--- config.mk ---
export PLATFORM = sky130hd
export DESIGN_NAME = serial_rx
export DESIGN_NICKNAME = d
export VERILOG_FILES = /design/src/rtl/serial_rx_pkg.sv /design/src/rtl/serial_rx.sv /design/src/rtl/oversample_tick_gen.sv
export SDC_FILE = /design/constraint.sdc
export NUM_CORES = 1
export LEC_CHECK = 0
export BUFFER_PORTS_ARGS = -buffer_cell sky130_fd_sc_hd__buf_2
export CORE_ASPECT_RATIO = 0.8
export CORE_MARGIN = 4
export CORE_UTILIZATION = 40
export DETAILED_ROUTE_END_ITERATION = 10
export PLACE_DENSITY = 0.66
export SLEW_MARGIN = 40
export SYNTH_ARGS = -nofsm -noshare
export SYNTH_HDL_FRONTEND = slang
export SYNTH_SLANG_ARGS = --single-unit
--- constraint.sdc ---
create_clock -name clk_i -period 2.3 [get_ports clk_i]
set_input_delay 0.46 -clock clk_i [delete_from_list [all_inputs] [get_ports clk_i]]
set_output_delay 0.46 -clock clk_i [all_outputs]
set_load 0.03 [all_outputs]
--- src/rtl/serial_rx_pkg.sv ---
// Shared constants and types of the asynchronous serial receiver
package serial_rx_pkg;

    // ------------------------------------------------------------------
    // Oversample tick positions within one bit time
    // ------------------------------------------------------------------
    localparam logic [4:0] TICK_1 = 5'h01;
    localparam logic [4:0] TICK_3 = 5'h03;
    localparam logic [4:0] TICK_5 = 5'h05;
    localparam logic [4:0] TICK_7 = 5'h07;
    localparam logic [4:0] TICK_8 = 5'h08;
    localparam logic [4:0] TICK_10 = 5'h0a;
    localparam logic [4:0] TICK_16 = 5'h10;

    // ------------------------------------------------------------------
    // Character geometry and tick divider constants
    // ------------------------------------------------------------------
    localparam logic [3:0] LAST_BIT_EIGHT = 4'h7;
    localparam logic [3:0] LAST_BIT_NINE = 4'h8;
    localparam logic [3:0] BIT_FIRST = 4'h0;
    localparam int DIV_WIDTH = 16;
    localparam logic [DIV_WIDTH-1:0] DIV_RESET = 16'h0000;

    // ------------------------------------------------------------------
    // Receiver states, one-hot
    // ------------------------------------------------------------------
    typedef enum logic [3:0] {
        ST_SEARCH = 4'b0001,
        ST_START = 4'b0010,
        ST_DATA = 4'b0100,
        ST_STOP = 4'b1000
    } rx_state_type;

    // ------------------------------------------------------------------
    // Status flags
    // ------------------------------------------------------------------
    typedef struct packed {
        logic overrun_flag;
        logic break_flag;
        logic framing_error_flag;
        logic noise_flag;
        logic receiver_full_flag;
    } rx_status_type;

    localparam rx_status_type STATUS_RESET = 5'h00;

endpackage

--- src/rtl/serial_rx.sv ---
// Receive half of an asynchronous serial interface with 16x oversampling
`timescale 1ns/1ps
`default_nettype none
module serial_rx
    import serial_rx_pkg::*;
(
    input wire logic clk_i,
    input wire logic sys_rst_i,
    input wire logic receive_data_pin_i,
    input wire logic receiver_enable_i,
    input wire logic nine_bit_mode_i,
    input wire logic receive_interrupt_enable_i,
    input wire logic [DIV_WIDTH-1:0] tick_divisor_i,
    input wire logic buffer_read_i,
    output logic [7:0] serial_data_buffer_o,
    output logic received_bit_eight_o,
    output rx_status_type rx_status_o,
    output logic rx_irq_o
);
    // ------------------------------------------------------------------
    // Pin synchroniser and oversample tick
    // ------------------------------------------------------------------
    logic pin_meta_q;
    logic pin_q;
    logic oversample_tick;

    always_ff @(posedge clk_i or posedge sys_rst_i) begin
        if (sys_rst_i) begin
            pin_meta_q <= 1'b1;
            pin_q <= 1'b1;
        end else begin
            pin_meta_q <= receive_data_pin_i;
            pin_q <= pin_meta_q;
        end
    end

    oversample_tick_gen tick_gen (
        .clk_i(clk_i),
        .sys_rst_i(sys_rst_i),
        .tick_divisor_i(tick_divisor_i),
        .oversample_tick_o(oversample_tick)
    );

    // ------------------------------------------------------------------
    // Receiver state
    // ------------------------------------------------------------------
    rx_state_type state_q;
    rx_state_type state_d;
    logic [4:0] tick_cnt_q;
    logic [4:0] tick_cnt_d;
    logic [3:0] bit_idx_q;
    logic [3:0] bit_idx_d;
    logic [2:0] hist_q;
    logic [2:0] hist_d;
    logic [1:0] ones_q;
    logic [1:0] ones_d;
    logic [8:0] shift_q;
    logic [8:0] shift_d;
    logic noise_acc_q;
    logic noise_acc_d;
    logic armed_q;
    logic armed_d;
    logic char_done;

    function automatic logic majority3(input logic [2:0] s);
        majority3 = (s[0] & s[1]) | (s[0] & s[2]) | (s[1] & s[2]);
    endfunction

    function automatic logic disagree3(input logic [2:0] s);
        disagree3 = (s != 3'b000) && (s != 3'b111);
    endfunction

    // ------------------------------------------------------------------
    // Sample decoding
    // ------------------------------------------------------------------
    logic [2:0] triple;
    logic bit_value;
    logic bit_noise;
    logic [1:0] start_ones;
    logic start_seen;
    logic fall_edge;
    logic resync_early;
    logic resync_late;
    logic cnt_wrap;
    logic [3:0] last_bit;
    logic at_tick10;
    logic start_reject;
    logic start_noise;
    logic [4:0] tick_next;

    assign triple = {hist_q[1:0], pin_q};
    assign bit_value = majority3(triple);
    assign bit_noise = disagree3(triple);
    assign start_ones = ones_q + {1'b0, pin_q};
    assign start_reject = (start_ones >= 2'b10);
    assign start_noise = (start_ones == 2'b01);
    assign start_seen = (hist_q == 3'b111) && !pin_q;
    assign fall_edge = hist_q[0] && !pin_q;
    assign at_tick10 = (tick_cnt_q == TICK_10);
    // The edge sample counts as tick 16 of the bit before it, so the
    // sample after any realignment is tick 1
    assign tick_next = (tick_cnt_q == TICK_16) ? TICK_1 : tick_cnt_q + 5'h01;
    // Only a 1-to-0 change is a safe edge; a 0 bit followed by 0 has none
    assign resync_late = armed_q && fall_edge &&
                         (tick_cnt_q > TICK_10);
    assign resync_early = armed_q && fall_edge &&
                          (tick_cnt_q < TICK_8);
    assign cnt_wrap = (tick_cnt_q == TICK_16) || resync_late;
    assign last_bit = nine_bit_mode_i ? LAST_BIT_NINE : LAST_BIT_EIGHT;

    always_comb begin
        state_d = state_q;
        tick_cnt_d = tick_cnt_q;
        bit_idx_d = bit_idx_q;
        hist_d = hist_q;
        ones_d = ones_q;
        shift_d = shift_q;
        noise_acc_d = noise_acc_q;
        armed_d = armed_q;
        char_done = 1'b0;
        if (!receiver_enable_i) begin
            state_d = ST_SEARCH;
            hist_d = 3'b000;
        end else if (oversample_tick) begin
            hist_d = {hist_q[1:0], pin_q};
            tick_cnt_d = tick_next;
            case (state_q)
                ST_SEARCH: begin
                    if (start_seen) begin
                        state_d = ST_START;
                        tick_cnt_d = TICK_1;
                        ones_d = 2'b00;
                        noise_acc_d = 1'b0;
                        armed_d = 1'b0;
                    end
                end
                ST_START: begin
                    if (tick_cnt_q == TICK_3 || tick_cnt_q == TICK_5) begin
                        ones_d = start_ones;
                    end
                    if (tick_cnt_q == TICK_7) begin
                        if (start_reject) begin
                            state_d = ST_SEARCH;
                            hist_d = 3'b000;
                            tick_cnt_d = TICK_1;
                        end else if (start_noise) begin
                            noise_acc_d = 1'b1;
                        end
                    end
                    if (at_tick10 && (triple != 3'b000)) begin
                        noise_acc_d = 1'b1;
                    end
                    if (tick_cnt_q == TICK_16) begin
                        state_d = ST_DATA;
                        bit_idx_d = BIT_FIRST;
                    end
                end
                ST_DATA: begin
                    if (at_tick10) begin
                        shift_d = {bit_value, shift_q[8:1]};
                        noise_acc_d = noise_acc_q | bit_noise;
                        armed_d = bit_value;
                    end
                    if (resync_early) begin
                        tick_cnt_d = TICK_1;
                        armed_d = 1'b0;
                    end else if (cnt_wrap) begin
                        tick_cnt_d = TICK_1;
                        armed_d = armed_q && !resync_late;
                        if (bit_idx_q == last_bit) begin
                            state_d = ST_STOP;
                        end else begin
                            bit_idx_d = bit_idx_q + 4'h1;
                        end
                    end
                end
                ST_STOP: begin
                    if (resync_early) begin
                        tick_cnt_d = TICK_1;
                        armed_d = 1'b0;
                    end else if (at_tick10) begin
                        char_done = 1'b1;
                        state_d = ST_SEARCH;
                        hist_d = 3'b000;
                    end
                end
                default: begin
                    state_d = ST_SEARCH;
                    hist_d = 3'b000;
                end
            endcase
        end
    end

    always_ff @(posedge clk_i or posedge sys_rst_i) begin
        if (sys_rst_i) begin
            state_q <= ST_SEARCH;
            tick_cnt_q <= TICK_1;
            bit_idx_q <= BIT_FIRST;
            hist_q <= 3'b000;
            ones_q <= 2'b00;
            shift_q <= 9'h000;
            noise_acc_q <= 1'b0;
            armed_q <= 1'b0;
        end else begin
            state_q <= state_d;
            tick_cnt_q <= tick_cnt_d;
            bit_idx_q <= bit_idx_d;
            hist_q <= hist_d;
            ones_q <= ones_d;
            shift_q <= shift_d;
            noise_acc_q <= noise_acc_d;
            armed_q <= armed_d;
        end
    end

    // ------------------------------------------------------------------
    // Character completion and status flags
    // ------------------------------------------------------------------
    logic [7:0] char_data;
    logic char_bit_eight;
    logic stop_error;
    logic char_break;
    logic accept;
    logic [7:0] buffer_q;
    logic [7:0] buffer_d;
    logic bit_eight_q;
    logic bit_eight_d;
    rx_status_type status_q;
    rx_status_type status_d;

    // In eight-bit mode the top of the shifter already holds bit seven
    assign char_data = nine_bit_mode_i ? shift_q[7:0] : shift_q[8:1];
    assign char_bit_eight = shift_q[8];
    assign stop_error = !bit_value;
    // Bit 0 of the shifter is stale in eight-bit mode, so test the fields
    assign char_break = stop_error && (char_data == 8'h00) &&
                        !char_bit_eight;
    // A read in the same cycle frees the buffer for the new character
    assign accept = char_done && (!status_q.receiver_full_flag ||
                                  buffer_read_i);
    assign buffer_d = char_break ? 8'h00 : char_data;
    assign bit_eight_d = char_break ? 1'b0 : char_bit_eight;

    // Hardware set wins over a read that clears in the same cycle
    always_comb begin
        status_d.receiver_full_flag = accept ||
            (status_q.receiver_full_flag && !buffer_read_i);
        status_d.overrun_flag = (char_done && !accept) ||
            (status_q.overrun_flag && !buffer_read_i);
        if (accept) begin
            status_d.noise_flag = noise_acc_q || bit_noise;
            status_d.framing_error_flag = stop_error;
            status_d.break_flag = char_break;
        end else begin
            status_d.noise_flag = status_q.noise_flag && !buffer_read_i;
            status_d.framing_error_flag =
                status_q.framing_error_flag && !buffer_read_i;
            status_d.break_flag = status_q.break_flag && !buffer_read_i;
        end
    end

    always_ff @(posedge clk_i or posedge sys_rst_i) begin
        if (sys_rst_i) begin
            buffer_q <= 8'h00;
            bit_eight_q <= 1'b0;
            status_q <= STATUS_RESET;
        end else begin
            if (accept) begin
                buffer_q <= buffer_d;
                bit_eight_q <= bit_eight_d;
            end
            status_q <= status_d;
        end
    end

    assign serial_data_buffer_o = buffer_q;
    assign received_bit_eight_o = bit_eight_q;
    assign rx_status_o = status_q;
    assign rx_irq_o = status_q.receiver_full_flag &&
                      receive_interrupt_enable_i;
endmodule
`default_nettype wire

--- src/rtl/oversample_tick_gen.sv ---
// Divider that makes the oversample tick enable from the module clock
`timescale 1ns/1ps
`default_nettype none
module oversample_tick_gen
    import serial_rx_pkg::*;
(
    input wire logic clk_i,
    input wire logic sys_rst_i,
    input wire logic [DIV_WIDTH-1:0] tick_divisor_i,
    output logic oversample_tick_o
);
    logic [DIV_WIDTH-1:0] count_q;
    logic [DIV_WIDTH-1:0] count_d;
    logic wrap;

    // Divisor is clock cycles per tick minus one; zero ticks every cycle
    assign wrap = (count_q >= tick_divisor_i);
    assign count_d = wrap ? DIV_RESET : count_q + 1'b1;

    always_ff @(posedge clk_i or posedge sys_rst_i) begin
        if (sys_rst_i) begin
            count_q <= DIV_RESET;
            oversample_tick_o <= 1'b0;
        end else begin
            count_q <= count_d;
            oversample_tick_o <= wrap;
        end
    end
endmodule
`default_nettype wire

# == Yosys cells after proc, flatten, opt, wreduce, memory -nomap -nowiden ==
# Cells that the tools add are included.
# op_classes
n_addsub,4
magnitude_cmp,4
eq_ne,34
mux,58
n_bitwise,6
n_reduce_logical,45
# op_table
cell,n
4-bit 2-to-1 mux,16
5-bit 2-to-1 mux,7
3-bit != test (second input constant),10
3-bit 2-to-1 mux,7
5-bit one-hot mux with 4 select lines,1
1-bit logical AND,18
16-bit by 1-bit adder with 16-bit output (second input constant),1
16-bit >= comparator,1
1-bit 2-to-1 mux,16
16-bit 2-to-1 mux,1
8-bit 2-to-1 mux,2
2-bit != test (second input constant),8
4-bit one-hot mux with 4 select lines,1
4-bit != test (second input constant),3
5-bit by 3-bit equality test with 1-bit output (second input constant),2
3-bit one-hot mux with 3 select lines,1
9-bit AND reduction,1
3-bit nonzero test,3
8-bit logical NOT,1
4-bit one-hot mux with 2 select lines,1
8-bit AND reduction,1
1-bit logical NOT,7
7-bit AND reduction,1
1-bit logical OR,6
28 further kinds,35
# totals
reg_bits,62
in_bits,23
elab_cells,170

# == Longest topological paths before layout ==
# depth
depth_word,12
depth_mapped,8
ltp_nobuf,7

# == Cells and area by module ==
# From an unflattened synthesis, not the netlist that was laid out.
# hier_totals
hier_cells,391
area_unflattened_um2,3908.7
# modules_own_cells
mod,instances,cells_each,area_each_um2,seq_area_each_um2
serial_rx,1,259,2620.0,1131.1
oversample_tick_gen,1,132,1288.7,425.4

# == Worst setup path after synthesis ==
# No wires, ideal clock.
# synth_path
kind,input to register
from,input tick_divisor_i[13]
to,register tick_gen.oversample_tick_o
setup_ns,0.142
arrival_time_ns,1.875
required_ns,2.158
path_slack_ns,0.283
cell_stages,7
path_cell_list,inv_1 -> ha_1 -> a21o_1 -> a21o_1 -> a21oi_1 -> clkbuf_1 -> o21ai_0
# synth_via
elab_chain_cells,1
# synth_rtl
element,line_no,text
"start, declared",serial_rx.sv:13,"input wire logic [DIV_WIDTH-1:0] tick_divisor_i,"
16-bit >= comparator,oversample_tick_gen.sv:17,assign wrap = (count_q >= tick_divisor_i);
net tick_gen.wrap,oversample_tick_gen.sv:14,logic wrap;
"end signal, assigned",oversample_tick_gen.sv:26,oversample_tick_o <= wrap;
"end, declared",oversample_tick_gen.sv:10,output logic oversample_tick_o
# The timed path passes the listed nets, and every way through them passes these cells.
# A chain may end at the register's enable or synchronous reset.

# == Worst setup path in the final report ==
# layout_path
from,register tick_cnt_q[0]
to,register state_q[3]
# layout_via
elab_chain_cells,5
# layout_rtl
element,line_no,text
"start, declared",serial_rx.sv:49,logic [4:0] tick_cnt_q;
"start signal, assigned",serial_rx.sv:207,tick_cnt_q <= tick_cnt_d;
5-bit by 4-bit greater-than comparator with 1-bit output or 5-bit equality test (tied branches),"serial_rx.sv:105, serial_rx.sv:108, serial_rx.sv:153",
1-bit logical AND or 4-bit 2-to-1 mux (tied branches),"serial_rx.sv:104, serial_rx.sv:153",
1-bit logical OR or 4-bit one-hot mux with 4 select lines (tied branches),"serial_rx.sv:108, serial_rx.sv:127",
3-bit != test (no source line) or 4-bit 2-to-1 mux (tied branches),--,
9-bit AND reduction (no source line) or 4-bit 2-to-1 mux (tied branches),--,
"end signal, assigned",serial_rx.sv:206,state_q <= state_d;
"end, declared",serial_rx.sv:47,rx_state_type state_q;
# Several ways; a longest one is shown, not always the timed one. The select of a mux whose other input is x is not followed.

==> impl_metrics.ini <==
[synthesis]
ys_seq_area_share_pct = 40.7
async_reset_ff_share_pct = 100
synth.area.top_cells = dfrtp_1, ha_1, nand2_1, a21oi_1, mux2i_1
yosysMostFrequentCell = dfrtp_1
synth_ff_type = dfrtp_1
syn_area_per_cell_sq_um = 9.98
syn_area_sq_um = 3820
synth_cell_types = 68
synth-xor-area-share_pct = 3.44
netlist_instances = 383
synth_compound_area_share_pct = 17.8
synth_top_area_share_pct = 38.0
synth_top_area_cell = dfrtp_1
synth-edff-count = 0
ys_ff_latch = 62
synth_warnings = 0
synth_fa_ha_area_share_pct = 7.79
yosys-mux-area-fraction_pct = 6.51
synth-simple-area-share_pct = 19.2
ys_top_cells_by_count = dfrtp_1, nand2_1, a21oi_1
syn_nets = 429
synth_top_family_by_area = simple AND/OR/NAND/NOR gates

[grt]
first_global_vias = 2929
grt_max_degree = 29
antenna_found_initial = 0
track_usage_pct = 15.5
overflow = 0
grt_pass1_wl_microns = 14100

[timing]
holdWs_ns = 0.140
tns_ns = 0
setup_violations = 0
max_freq_mhz = 464
skew_ns = 0.00855
period_minus_slack_ns = 2.15
rsz0062_at_grt = false
worst_pin_slew_ns = 0.597
maxSlewHeadroom_pct = 59.7
finalCritPeriodShare_pct = 93.6
final-hold-violation-count = 0
slew_viol_final = 0

[setup_path]
path_max_fanout = 5
max_stage_delay_ns = 0.56
regToRegStartpoint = tick_cnt_q[0]$_DFFE_PP1P_
crit_chain = inv_1, ha_1, and4bb_2, or2_2, o211ai_1, a21o_1, mux2i_1
path_class = reg -> reg
critPathLaunchType = flop
worst_setup_path_end_kind = flop
worstPathArrival_ns = 2.40
cp_top_family = simple AND/OR/NAND/NOR gates
cp.buffers_inverters = 1
crit_start = tick_cnt_q[0]$_DFFE_PP1P_
critPathSlowestCell = dfstp_2
worstPathRequired_ns = 2.55

[place]
hpwl_microns = 6080
numPortBuffers = 37
gp_congestion = 0.887

[routing]
ant_nets = 0
drtIter0Drc = 212
wl_per_cell_microns = 15.0
drt-total-wl_microns = 8230
routed-via-count = 3067
viasPerCell = 5.59
drcViolationCount = 0
drt_first_pass_iters = 4

[min_path]
hold_class = in -> async

[clock_tree]
cts_setup_buffers = 0
cts.sinks = 62
clkLatencyLatePin_ns = 0.33
clock_path_buffers = 2
ctsHoldBuffers = 0
cts-root-buf = clkbuf_16
htreeDepth = 3
cts_tree = yes
clkSlewWorstSetupHoldPaths_ns = 0.06
post_cts_resize_count = 0
cts_buffers = 9

[power_and_ir_drop]
p_int_mw = 2.30
p_per_area_nw_per_um2 = 688
swShare_pct = 26.6
clockPowerShare_pct = 47.3
power_leakage_nw = 2.22
pwr-share-seq_pct = 39.5
finalPower_mw = 3.13
power.switching_uw = 832
worst_ir_drop_vdd_mv = 0.346
p_comb_share_pct = 13.2

[cells_and_area]
seq_area_sq_um = 1560
multi_input_area_sq_um = 2110
fillCellCount = 834
diodes = 0
drive_gt1_share_pct = 24.0
area_growth_pct = 18.9
nets = 475

[die]
io-pin-count = 38
die_width_microns = 117
die_area_sq_um = 11200
rows = 31
core_area_sq_um = 9190
die_y_microns = 95.5
start_util_pct = 41.6

[outcome]
outcome = complete, no violations

[flow_run]
drv_cap = 0
## flip-flops by register name, summed over array words and instances (netlist names)
| name | cells |
|---|---|
| state_q | 4 |
| serial_data_buffer_o | 8 |
| rx_status_o | 5 |
| tick_gen.oversample_tick_o | 1 |
| pin_q | 1 |
| tick_gen.count_q | 16 |
| ones_q | 2 |
| pin_meta_q | 1 |
| armed_q | 1 |
| hist_q | 3 |
| tick_cnt_q | 5 |
| received_bit_eight_o | 1 |
| bit_idx_q | 4 |
| shift_q | 9 |
| noise_acc_q | 1 |
## power by group through the flow
stage / Combinational, mW / Sequential [mW] / Clock, mW
2_1_floorplan: 0.302 / 1.23 / 0
3_3_place_gp: 0.398 / 1.25 / 0
3_5_place_dp: 0.411 / 1.26 / 0
4_1_cts: 0.415 / 1.24 / 1.52
5_1_grt: 0.470 / 1.25 / 1.57
6_report: 0.412 / 1.24 / 1.48
## layout by cell type (no fill, tap or decap), drive strengths merged, types with 5 or more instances in the layout
| cell type | n |
|---|---|
| a21o | 6 |
| a32o | 5 |
| nand2 | 47 |
| a22o | 5 |
| mux2i | 11 |
| nor2 | 9 |
| o21ai | 19 |
| ha | 23 |
| buf | 52 |
| xor2 | 5 |
| inv | 27 |
| nand4 | 9 |
| a21oi | 28 |
| dfrtp | 58 |
| nand3 | 12 |
| nor4 | 6 |
| clkbuf | 9 |
| xnor2 | 10 |
| mux2 | 10 |
## final timing paths
path | endpoint | slack [ns] | depth (start not counted)
max reg2reg | state_q[3]$_DFFE_PP0P_ | 0.15 | 7
min | rx_status_o[3]$_DFF_PP0_ | 0.14 | 2
max in group asynchronous | pin_meta_q$_DFF_PP1_ | 1.52 | 3
max | state_q[3]$_DFFE_PP0P_ | 0.15 | 7
min reg2reg | pin_q$_DFF_PP1_ | 0.35 | 0
min in group clk_i | pin_meta_q$_DFF_PP1_ | 0.24 | 1
## layout make-up
cell class	instances	share of cell area [%]
clock buffers	9	4.95
clock inverters	7	2.26
inverters	23	1.90
multi-input cells	281	46.4
flip-flops and latches	62	34.2
well taps	115	3.16
repair buffers	52	7.10
## per-layer routing
layer  track usage (%)  part of all wire (%)  vias to the layer above
met1              20.6                    48                     1465
met5                 0                     0                        -
li1                  -                     -                     1516
met2              24.5                    45                       79
met3              5.40                   6.0                        7
met4              3.81                  0.90                        0
## kinds of logic (layout without fill, tap and decap cells)
kind of cell             count (synthesis)  after routing
AND/OR/NAND/NOR                        127            127
buffers and inverters                   40             91
AO/OA/AOI/OAI                           94             94
adder cells (fa/ha/maj)                 24             24
multiplexers                            21             21
XOR/XNOR                                15             15
flip-flops                              62             62
## per-stage QoR
stage	setup slack (ns)	utilization (%)	area [sq um]	instances
finish	0.146	49.5	4550	549
CTS	0.123	49.3	4530	549
detailed placement	0.135	45.7	4200	533
floorplan	0.283	-	3820	383
global placement	0.216	45.7	4200	533
global route	0.00638	49.5	4550	549
No activity file was read; power rests on OpenSTA's default activity.
